### config.mk
export PLATFORM = sky130hd
export DESIGN_NAME = nvm_program_control
export DESIGN_NICKNAME = d
export VERILOG_FILES = /design/src/verilog/nvm_pkg.sv /design/src/verilog/nvm_program_control.sv
export VERILOG_INCLUDE_DIRS = /design/src /design/src/verilog
export SDC_FILE = /design/constraint.sdc
export NUM_CORES = 2
export LEC_CHECK = 0
export BUFFER_PORTS_ARGS = -buffer_cell sky130_fd_sc_hd__buf_4
export CAP_MARGIN = 20
export CORE_MARGIN = 2
export CORE_UTILIZATION = 25
export CTS_CLUSTER_SIZE = 10
export DETAILED_ROUTE_END_ITERATION = 8
export REMOVE_ABC_BUFFERS = 1
export SLEW_MARGIN = 15
export SYNTH_ARGS = -nofsm -noshare
export SYNTH_HDL_FRONTEND = slang
export SYNTH_SLANG_ARGS = --single-unit
### constraint.sdc
create_clock -name aclk -period 3.5 [get_ports aclk]
set_clock_uncertainty 0.2 [all_clocks]
set_input_delay 0.35 -clock aclk [delete_from_list [all_inputs] [get_ports aclk]]
set_output_delay 0.35 -clock aclk [all_outputs]
set_load 0.005 [all_outputs]
### src/verilog/nvm_defines.svh
`ifndef NVM_DEFINES_SVH
`define NVM_DEFINES_SVH
// ----------------------------------------
// register map
// ----------------------------------------
`define CTRL_OFFSET      12'h01c
`define ARRAY_BASE       12'h100
`define ARRAY_BYTES      160
`define ARRAY_LAST       12'h19f
`define BLOCK_BYTES      32
`define CTRL_RESET       8'h00
`define CTRL_WMASK       8'h5f
// ----------------------------------------
// field positions
// ----------------------------------------
`define BIT_PUMP         6
`define BIT_ERASE_HI     4
`define BIT_ERASE_LO     3
`define BIT_LATCH        2
`define BIT_RC           1
`define BIT_POWER        0
`define ERASED_BYTE      8'hff
`endif

### src/verilog/nvm_pkg.sv
`default_nettype none
package nvm_pkg;
	typedef enum logic [1:0] {
		ERASE_NONE  = 2'b00,
		ERASE_BYTE  = 2'b01,
		ERASE_BLOCK = 2'b10,
		ERASE_BULK  = 2'b11
	} erase_mode_t;
	typedef struct packed {
		logic       pump_enable;
		logic [1:0] erase_select;
		logic       array_latch_control;
		logic       rc_clock_select;
		logic       array_power_enable;
	} ctrl_t;
	typedef struct packed {
		logic       valid;
		logic [7:0] addr;
		logic [7:0] data;
	} target_t;
endpackage : nvm_pkg
`default_nettype wire

### src/verilog/nvm_program_control.sv
// Contract
// - pump_enable bit 6 switches charge pump on; off when clear
// - erase field 00 program, 01 byte, 10 block, 11 bulk
// - byte erase clears only the addressed byte
// - block erase clears aligned 32-byte block holding the address
// - bulk erase clears all 160 bytes
// - latch bit routes buses to programming and blocks array reads
// - rc_clock_select bit 1 picks internal RC clock over CPU clock
// - power enable applies pump voltage to array; clear removes it
// - array is 160 bytes from 0x0100, on-chip programming voltage
// - erased reads one; program only drives written zeros low
//
// Chosen here: register access over AXI4-Lite.
`timescale 1ns/1ps
`default_nettype none
`include "nvm_defines.svh"
module nvm_program_control (
	input  wire logic        aclk,
	input  wire logic        aresetn,
	input  wire logic [11:0] s_axi_awaddr,
	input  wire logic        s_axi_awvalid,
	output logic             s_axi_awready,
	input  wire logic [31:0] s_axi_wdata,
	input  wire logic [3:0]  s_axi_wstrb,
	input  wire logic        s_axi_wvalid,
	output logic             s_axi_wready,
	output logic [1:0]       s_axi_bresp,
	output logic             s_axi_bvalid,
	input  wire logic        s_axi_bready,
	input  wire logic [11:0] s_axi_araddr,
	input  wire logic        s_axi_arvalid,
	output logic             s_axi_arready,
	output logic [31:0]      s_axi_rdata,
	output logic [1:0]       s_axi_rresp,
	output logic             s_axi_rvalid,
	input  wire logic        s_axi_rready,
	output logic             pump_on,
	output logic             array_power_on,
	output logic             rc_clock_on
);
	import nvm_pkg::*;

	// ----------------------------------------
	// helpers
	// ----------------------------------------
	function automatic logic in_array(input logic [11:0] a);
		return (a >= `ARRAY_BASE) && (a <= `ARRAY_LAST);
	endfunction : in_array

	function automatic logic [7:0] array_index(input logic [11:0] a);
		logic [11:0] d;
		d = a - `ARRAY_BASE;
		return d[7:0];
	endfunction : array_index

	function automatic ctrl_t ctrl_from_byte(input logic [7:0] b);
		logic [7:0] m;
		m = b & `CTRL_WMASK;
		return '{pump_enable: m[`BIT_PUMP],
			erase_select: m[`BIT_ERASE_HI:`BIT_ERASE_LO],
			array_latch_control: m[`BIT_LATCH],
			rc_clock_select: m[`BIT_RC],
			array_power_enable: m[`BIT_POWER]};
	endfunction : ctrl_from_byte

	function automatic logic [7:0] ctrl_to_byte(input ctrl_t c);
		logic [7:0] b;
		b = 8'h00;
		b[`BIT_PUMP] = c.pump_enable;
		b[`BIT_ERASE_HI:`BIT_ERASE_LO] = c.erase_select;
		b[`BIT_LATCH] = c.array_latch_control;
		b[`BIT_RC] = c.rc_clock_select;
		b[`BIT_POWER] = c.array_power_enable;
		return b;
	endfunction : ctrl_to_byte

	// ----------------------------------------
	// state
	// ----------------------------------------
	logic [7:0]  mem_ff [0:`ARRAY_BYTES-1];
	logic [7:0]  nxt_mem [0:`ARRAY_BYTES-1];
	ctrl_t       ctrl_ff,   nxt_ctrl;
	target_t     tgt_ff,    nxt_tgt;
	logic        aw_ff,     nxt_aw;
	logic        w_ff,      nxt_w;
	logic [11:0] awaddr_ff, nxt_awaddr;
	logic [31:0] wdata_ff,  nxt_wdata;
	logic [3:0]  wstrb_ff,  nxt_wstrb;
	logic        bvalid_ff, nxt_bvalid;
	logic [1:0]  bresp_ff,  nxt_bresp;
	logic        rvalid_ff, nxt_rvalid;
	logic [31:0] rdata_ff,  nxt_rdata;
	logic [1:0]  rresp_ff,  nxt_rresp;
	logic        do_write;
	logic        active;

	assign s_axi_awready = !aw_ff && !bvalid_ff;
	assign s_axi_wready  = !w_ff && !bvalid_ff;
	assign s_axi_arready = !rvalid_ff;
	assign s_axi_bvalid  = bvalid_ff;
	assign s_axi_bresp   = bresp_ff;
	assign s_axi_rvalid  = rvalid_ff;
	assign s_axi_rdata   = rdata_ff;
	assign s_axi_rresp   = rresp_ff;
	assign pump_on        = ctrl_ff.pump_enable;
	assign array_power_on = ctrl_ff.array_power_enable;
	assign rc_clock_on    = ctrl_ff.rc_clock_select;
	assign active = ctrl_ff.array_latch_control && ctrl_ff.pump_enable
		&& ctrl_ff.array_power_enable;

	// ----------------------------------------
	// write channel and control register
	// ----------------------------------------
	always_comb begin
		nxt_aw     = aw_ff || (s_axi_awvalid && s_axi_awready);
		nxt_w      = w_ff || (s_axi_wvalid && s_axi_wready);
		nxt_awaddr = (s_axi_awvalid && s_axi_awready) ? s_axi_awaddr
			: awaddr_ff;
		nxt_wdata  = (s_axi_wvalid && s_axi_wready) ? s_axi_wdata
			: wdata_ff;
		nxt_wstrb  = (s_axi_wvalid && s_axi_wready) ? s_axi_wstrb
			: wstrb_ff;
		nxt_bvalid = bvalid_ff && !s_axi_bready;
		nxt_bresp  = bresp_ff;
		nxt_ctrl   = ctrl_ff;
		nxt_tgt    = tgt_ff;
		do_write   = aw_ff && w_ff && !bvalid_ff;
		if (do_write) begin
			nxt_aw     = 1'b0;
			nxt_w      = 1'b0;
			nxt_bvalid = 1'b1;
			nxt_bresp  = 2'b00;
			if ({awaddr_ff[11:2], 2'b00} == `CTRL_OFFSET) begin
				if (wstrb_ff[0]) begin
					nxt_ctrl = ctrl_from_byte(wdata_ff[7:0]);
				end
			end else if (in_array(awaddr_ff)) begin
				// only bytes lane 0 carries array data
				if (ctrl_ff.array_latch_control && wstrb_ff[0]) begin
					nxt_tgt = '{valid: 1'b1,
						addr: array_index(awaddr_ff),
						data: wdata_ff[7:0]};
				end
			end else begin
				nxt_bresp = 2'b10;
			end
		end
		if (!ctrl_ff.array_latch_control) begin
			nxt_tgt.valid = 1'b0;
		end
	end

	always_ff @(posedge aclk) begin
		if (!aresetn) begin
			aw_ff     <= 1'b0;
			w_ff      <= 1'b0;
			awaddr_ff <= 12'h000;
			wdata_ff  <= 32'h0000_0000;
			wstrb_ff  <= 4'h0;
			bvalid_ff <= 1'b0;
			bresp_ff  <= 2'b00;
			ctrl_ff   <= ctrl_from_byte(`CTRL_RESET);
			tgt_ff    <= '0;
		end else begin
			aw_ff     <= nxt_aw;
			w_ff      <= nxt_w;
			awaddr_ff <= nxt_awaddr;
			wdata_ff  <= nxt_wdata;
			wstrb_ff  <= nxt_wstrb;
			bvalid_ff <= nxt_bvalid;
			bresp_ff  <= nxt_bresp;
			ctrl_ff   <= nxt_ctrl;
			tgt_ff    <= nxt_tgt;
		end
	end

	// ----------------------------------------
	// array program and erase
	// ----------------------------------------
	always_comb begin
		nxt_mem = mem_ff;
		if (active && tgt_ff.valid) begin
			for (int i = 0; i < `ARRAY_BYTES; i++) begin
				case (erase_mode_t'(ctrl_ff.erase_select))
				ERASE_NONE: begin
					if (i == int'(tgt_ff.addr))
						nxt_mem[i] = mem_ff[i] & tgt_ff.data;
				end
				ERASE_BYTE: begin
					if (i == int'(tgt_ff.addr))
						nxt_mem[i] = `ERASED_BYTE;
				end
				ERASE_BLOCK: begin
					if (i / `BLOCK_BYTES
						== int'(tgt_ff.addr) / `BLOCK_BYTES)
						nxt_mem[i] = `ERASED_BYTE;
				end
				default: begin
					nxt_mem[i] = `ERASED_BYTE;
				end
				endcase
			end
		end
	end

	// nonvolatile: contents survive reset
	always_ff @(posedge aclk) begin
		mem_ff <= nxt_mem;
	end

	// ----------------------------------------
	// read channel
	// ----------------------------------------
	always_comb begin
		nxt_rvalid = rvalid_ff && !s_axi_rready;
		nxt_rdata  = rdata_ff;
		nxt_rresp  = rresp_ff;
		if (s_axi_arvalid && s_axi_arready) begin
			nxt_rvalid = 1'b1;
			nxt_rresp  = 2'b00;
			nxt_rdata  = 32'h0000_0000;
			if ({s_axi_araddr[11:2], 2'b00} == `CTRL_OFFSET) begin
				nxt_rdata[7:0] = ctrl_to_byte(ctrl_ff);
			end else if (in_array(s_axi_araddr)) begin
				if (ctrl_ff.array_latch_control) begin
					nxt_rresp = 2'b10;
				end else begin
					nxt_rdata[7:0] = mem_ff[array_index(s_axi_araddr)];
				end
			end else begin
				nxt_rresp = 2'b10;
			end
		end
	end

	always_ff @(posedge aclk) begin
		if (!aresetn) begin
			rvalid_ff <= 1'b0;
			rdata_ff  <= 32'h0000_0000;
			rresp_ff  <= 2'b00;
		end else begin
			rvalid_ff <= nxt_rvalid;
			rdata_ff  <= nxt_rdata;
			rresp_ff  <= nxt_rresp;
		end
	end
endmodule : nvm_program_control
`default_nettype wire

==> summary.md <==
| Metric | Value |
|---|---|
| Status | complete, no violations |
| Height of the die | 509 µm |
| Final Util | between 20 and 30% |
| Reg2reg start | mem_ff[687]$_SDFFCE_PN1P_ |
| Relative slew slack | 25.4% |
| RSZ-0062 raised after global routing | false |
| Static Leak | ~0.031 µW |
| Hold path endpoint | s_axi_rdata[2]$_SDFFE_PN0P_ |
| Fill count | roughly 26000 |
| Maximum VDD drop | 0.000334 V |
| Post-Syn Instances | 5656 |
| H-tree Lvls | 4 |
| I/O pins | 111 |
| Placed insts | around 9000 |
| Global-route wire length before repair | approximately 290 mm |
| Synthesis-to-finish area growth | 17.8% |
| Avg WL per Cell | about 21 µm |
| Worst Reg-to-Reg Cells | 7 |
| Grt ovf | 0 |
| Most frequent cells in the layout | nand2_1, edfxtp_1, buf_4 |
| Row cnt | ~190 |
| Largest net degree at the start of global routing | 140 |
| Final routed DRC violation total | 0 |
| Cts repair resizes | 0 |
| Antenna violations before repair | 3 |
| Flop-to-flop setup slack | roughly 320 ps |
| Post-DP Area | about 70000 µm² |
| Hold path start | s_axi_araddr[3] |
| DR iter-0 viols | roughly 6000 |
| Asr flop ratio synth | 0% |
| Die area | approximately 260000 µm² |
| Crit Reg-Reg Endpoint | s_axi_rdata[7]$_SDFFE_PN0P_ |
| Setup-failing EPs final | 0 |
| HP Class | primary input to flop |
| Seq cells post-synth | 1338 |
| Final period util | approximately nine tenths |
| CTS tree | built |
| Synth Flop Type | edfxtp_1 |
| Routed vias/inst | between 4 and 5 |
| Via count of the first global-routing pass | about 43000 |
| Root Driver | clkbuf_16 |
| Worst-Margin Slew | roughly 1100 ps |
| DP Wirelength | 127 mm |
| Final min period | about 3200 ps |
| Power Density | 448 nW/µm² |
| First drt pass iteration count | 6 |
| Simple-Gate Fraction of Synth Area | 18.2% |
| Fin. max-slew vios | 0 |
| Max-cap viol count | 0 |
| EDFF count, synth | 1280 |
| Hold Fails Final Rpt | 0 |
| Die width | 509 µm |
| Final GP Congestion | 0.916 |
| Adder-cell share of the synthesized area | 0% |
| Clock Pin Slew Worst Setup and Hold Paths | approximately 60 ps |
| Synth Area in XOR/XNOR | 0% |
| YS warnings | 0 |
| DP Worst Slack | a little under 50 ps |
| Synthesized area per cell | 11.3 µm² |
| Share of layout cells above drive strength 1 | between 15 and 20% |
| Maximum clock rate | about 310 MHz |
| Sequential area share after synthesis | between 60% and 70% |
| Antenna-violating nets left | 0 |
| Largest family of logic cells by synthesized area | simple AND/OR/NAND/NOR gates |
| Syn Std Cell Area | about 64000 µm² |
| Final wirelength | 194 mm |
| Clk Latency, worst-skew pair | roughly 850 ps |
| Post-route setup slack | 324 ps |
| IO buf count | 57 |
| Crit path DAT | 3690 ps |
| CP Capture Type | flop |
| Initial Utilization | around 25% |
| Layout net count | 5910 |
| Setup_tns | 0 ps |
| Post-synthesis mux area share | between 10% and 20% |
| Clk sink count | ~1300 |
| Non-Filler Instances | between 9000 and 10000 |
| Critical path required time | between 4000 and 5000 ps |
| Hold path cells | 5 |
| Post-CTS Setup Inserts | 0 |
| GRT Util Overall | 14.7% |
| Clk buf depth | 3 |
| Commonest non-fill, non-tap cell in the layout | nand2_1 |
| CP startpoint kind | flop |
| CP Max Fanout | 2 |
| Finished layout cell area | about 75000 µm² |
| Core area | roughly 250000 µm² |
| Unique masters post-synth | 65 |
| Cts bufs inserted | between 150 and 200 |
| WS Path Type | flop to flop |
| Synth Area in Compound Gates | under 10% |
| Routed via count | between 40000 and 50000 |
==> worst max-delay path by stage <==
stage,start,end,slack (ps),cells after the start
global placement,s_axi_araddr[0],s_axi_rdata[2]$_SDFFE_PN0P_,40,10
detailed placement,s_axi_araddr[0],s_axi_rdata[3]$_SDFFE_PN0P_,50,8
floorplan,ctrl_ff[4]$_SDFFE_PN0P_,mem_ff[0]$_SDFFCE_PN1P_,-37630,2
CTS,mem_ff[687]$_SDFFCE_PN1P_,s_axi_rdata[7]$_SDFFE_PN0P_,380,7
global route,mem_ff[687]$_SDFFCE_PN1P_,s_axi_rdata[7]$_SDFFE_PN0P_,350,7
finish,mem_ff[687]$_SDFFCE_PN1P_,s_axi_rdata[7]$_SDFFE_PN0P_,320,7
==> power breakdown <==
| group | leakage, µW | total, µW | internal, µW | switching, µW |
|---|---|---|---|---|
| Sequential | 0.0123 | 17300 | 17300 | 20.2 |
| Combinational | 0.0169 | 1550 | 690 | 857 |
| Clock | 0.00214 | 14800 | 8220 | 6620 |
| Total | 0.0313 | 33700 | 26200 | 7500 |
==> kinds of logic after synthesis <==
group | after synthesis
and+or+nand+nor | 3021
DFF | 1338
buffers and inverters | 493
other | 1
AOI/OAI and AO/OA | 373
muxes | 430
==> metal layers <==
layer  up-vias  share of wire, %  track usage (%)
li1      20000                 -                -
met4         0               5.1             7.52
met3       336               9.0             2.38
met2      2312                46             22.9
met1     22500                40             19.8
met5         -                 0                0
==> through the flow <==
step | hold WS, ps | power, µW
CTS | 27.1 | 33900
global placement | 251 | 19100
floorplan | 236 | 18300
detailed placement | 257 | 19100
finish | 85.9 | 33700
global route | 141 | 34600
==> final cells by class <==
cell class,count,area (µm²),area share [%]
antenna,3,7.51,0.00998
multi-input combinational,3850,22300,29.6
timing repair buffer,492,4600,6.11
inverter,6,25.0,0.0333
clock buffer,192,4040,5.37
tap,3366,4210,5.60
sequential,1338,39600,52.7
clock inverter,22,425,0.566
==> registers in the layout, indices dropped and copies added (netlist names) <==
register	cells
s_axi_rdata	8
wdata_ff	8
w_ff	1
mem_ff	1280
pump_on	1
wstrb_ff	1
s_axi_bresp	1
aw_ff	1
array_power_on	1
ctrl_ff	3
s_axi_rresp	1
awaddr_ff	12
rc_clock_on	1
s_axi_bvalid	1
s_axi_rvalid	1
tgt_ff	17
==> synthesized netlist by cell type, types with 2 or more instances <==
| cell | instances | area, µm² |
|---|---|---|
| and3_1 | 7 | 43.8 |
| a211oi_1 | 10 | 75.1 |
| buf_1 | 12 | 45.0 |
| o221ai_1 | 12 | 105 |
| buf_6 | 19 | 214 |
| a21oi_1 | 222 | 1110 |
| a41oi_1 | 2 | 17.5 |
| nor3_1 | 21 | 105 |
| or4b_1 | 2 | 20.0 |
| a31oi_1 | 6 | 37.5 |
| buf_2 | 34 | 170 |
| mux2i_1 | 111 | 1110 |
| o32ai_1 | 2 | 17.5 |
| inv_1 | 5 | 18.8 |
| o211a_1 | 3 | 30.0 |
| nor2_1 | 232 | 871 |
| a221o_1 | 3 | 30.0 |
| o211ai_1 | 6 | 45.0 |
| a22o_1 | 5 | 43.8 |
| a22oi_1 | 39 | 293 |
| or3b_2 | 4 | 35.0 |
| o22ai_1 | 7 | 43.8 |
| or2_2 | 3 | 18.8 |
| edfxtp_1 | 1280 | 38400 |
| buf_4 | 41 | 308 |
| nand3_1 | 25 | 125 |
| and2_1 | 11 | 68.8 |
| nand2_1 | 2672 | 10000 |
| o31a_1 | 2 | 17.5 |
| o2111ai_1 | 2 | 17.5 |
| nor4_1 | 5 | 31.3 |
| nand2b_1 | 12 | 75.1 |
| nand4_1 | 4 | 25.0 |
| or3_1 | 2 | 12.5 |
| dfxtp_1 | 58 | 1160 |
| clkbuf_1 | 381 | 1430 |
| o31ai_1 | 2 | 15.0 |
| a32oi_1 | 5 | 43.8 |
| mux4_2 | 310 | 6980 |
| nor2b_1 | 9 | 56.3 |
| o21ai_1 | 6 | 30.0 |
| and4_1 | 2 | 17.5 |
| a221oi_1 | 17 | 149 |
| mux2_2 | 9 | 101 |
| o21ai_0 | 14 | 70.1 |
==> timing repair <==
item,CTS,global route
hold buffers,66,0
hold endpoints to repair,35,0
endpoints found under the setup margin,0,0
==> critical path, cell delays in order (launching register included) <==
cell           delay (ps)
edfxtp_1              410
mux4_2                460
mux2_2                280
a22oi_1               430
a31oi_1               290
a221oi_1              300
a311oi_1              140
dlygate4sd3_1         570
Power figures use the tool's default switching activity.
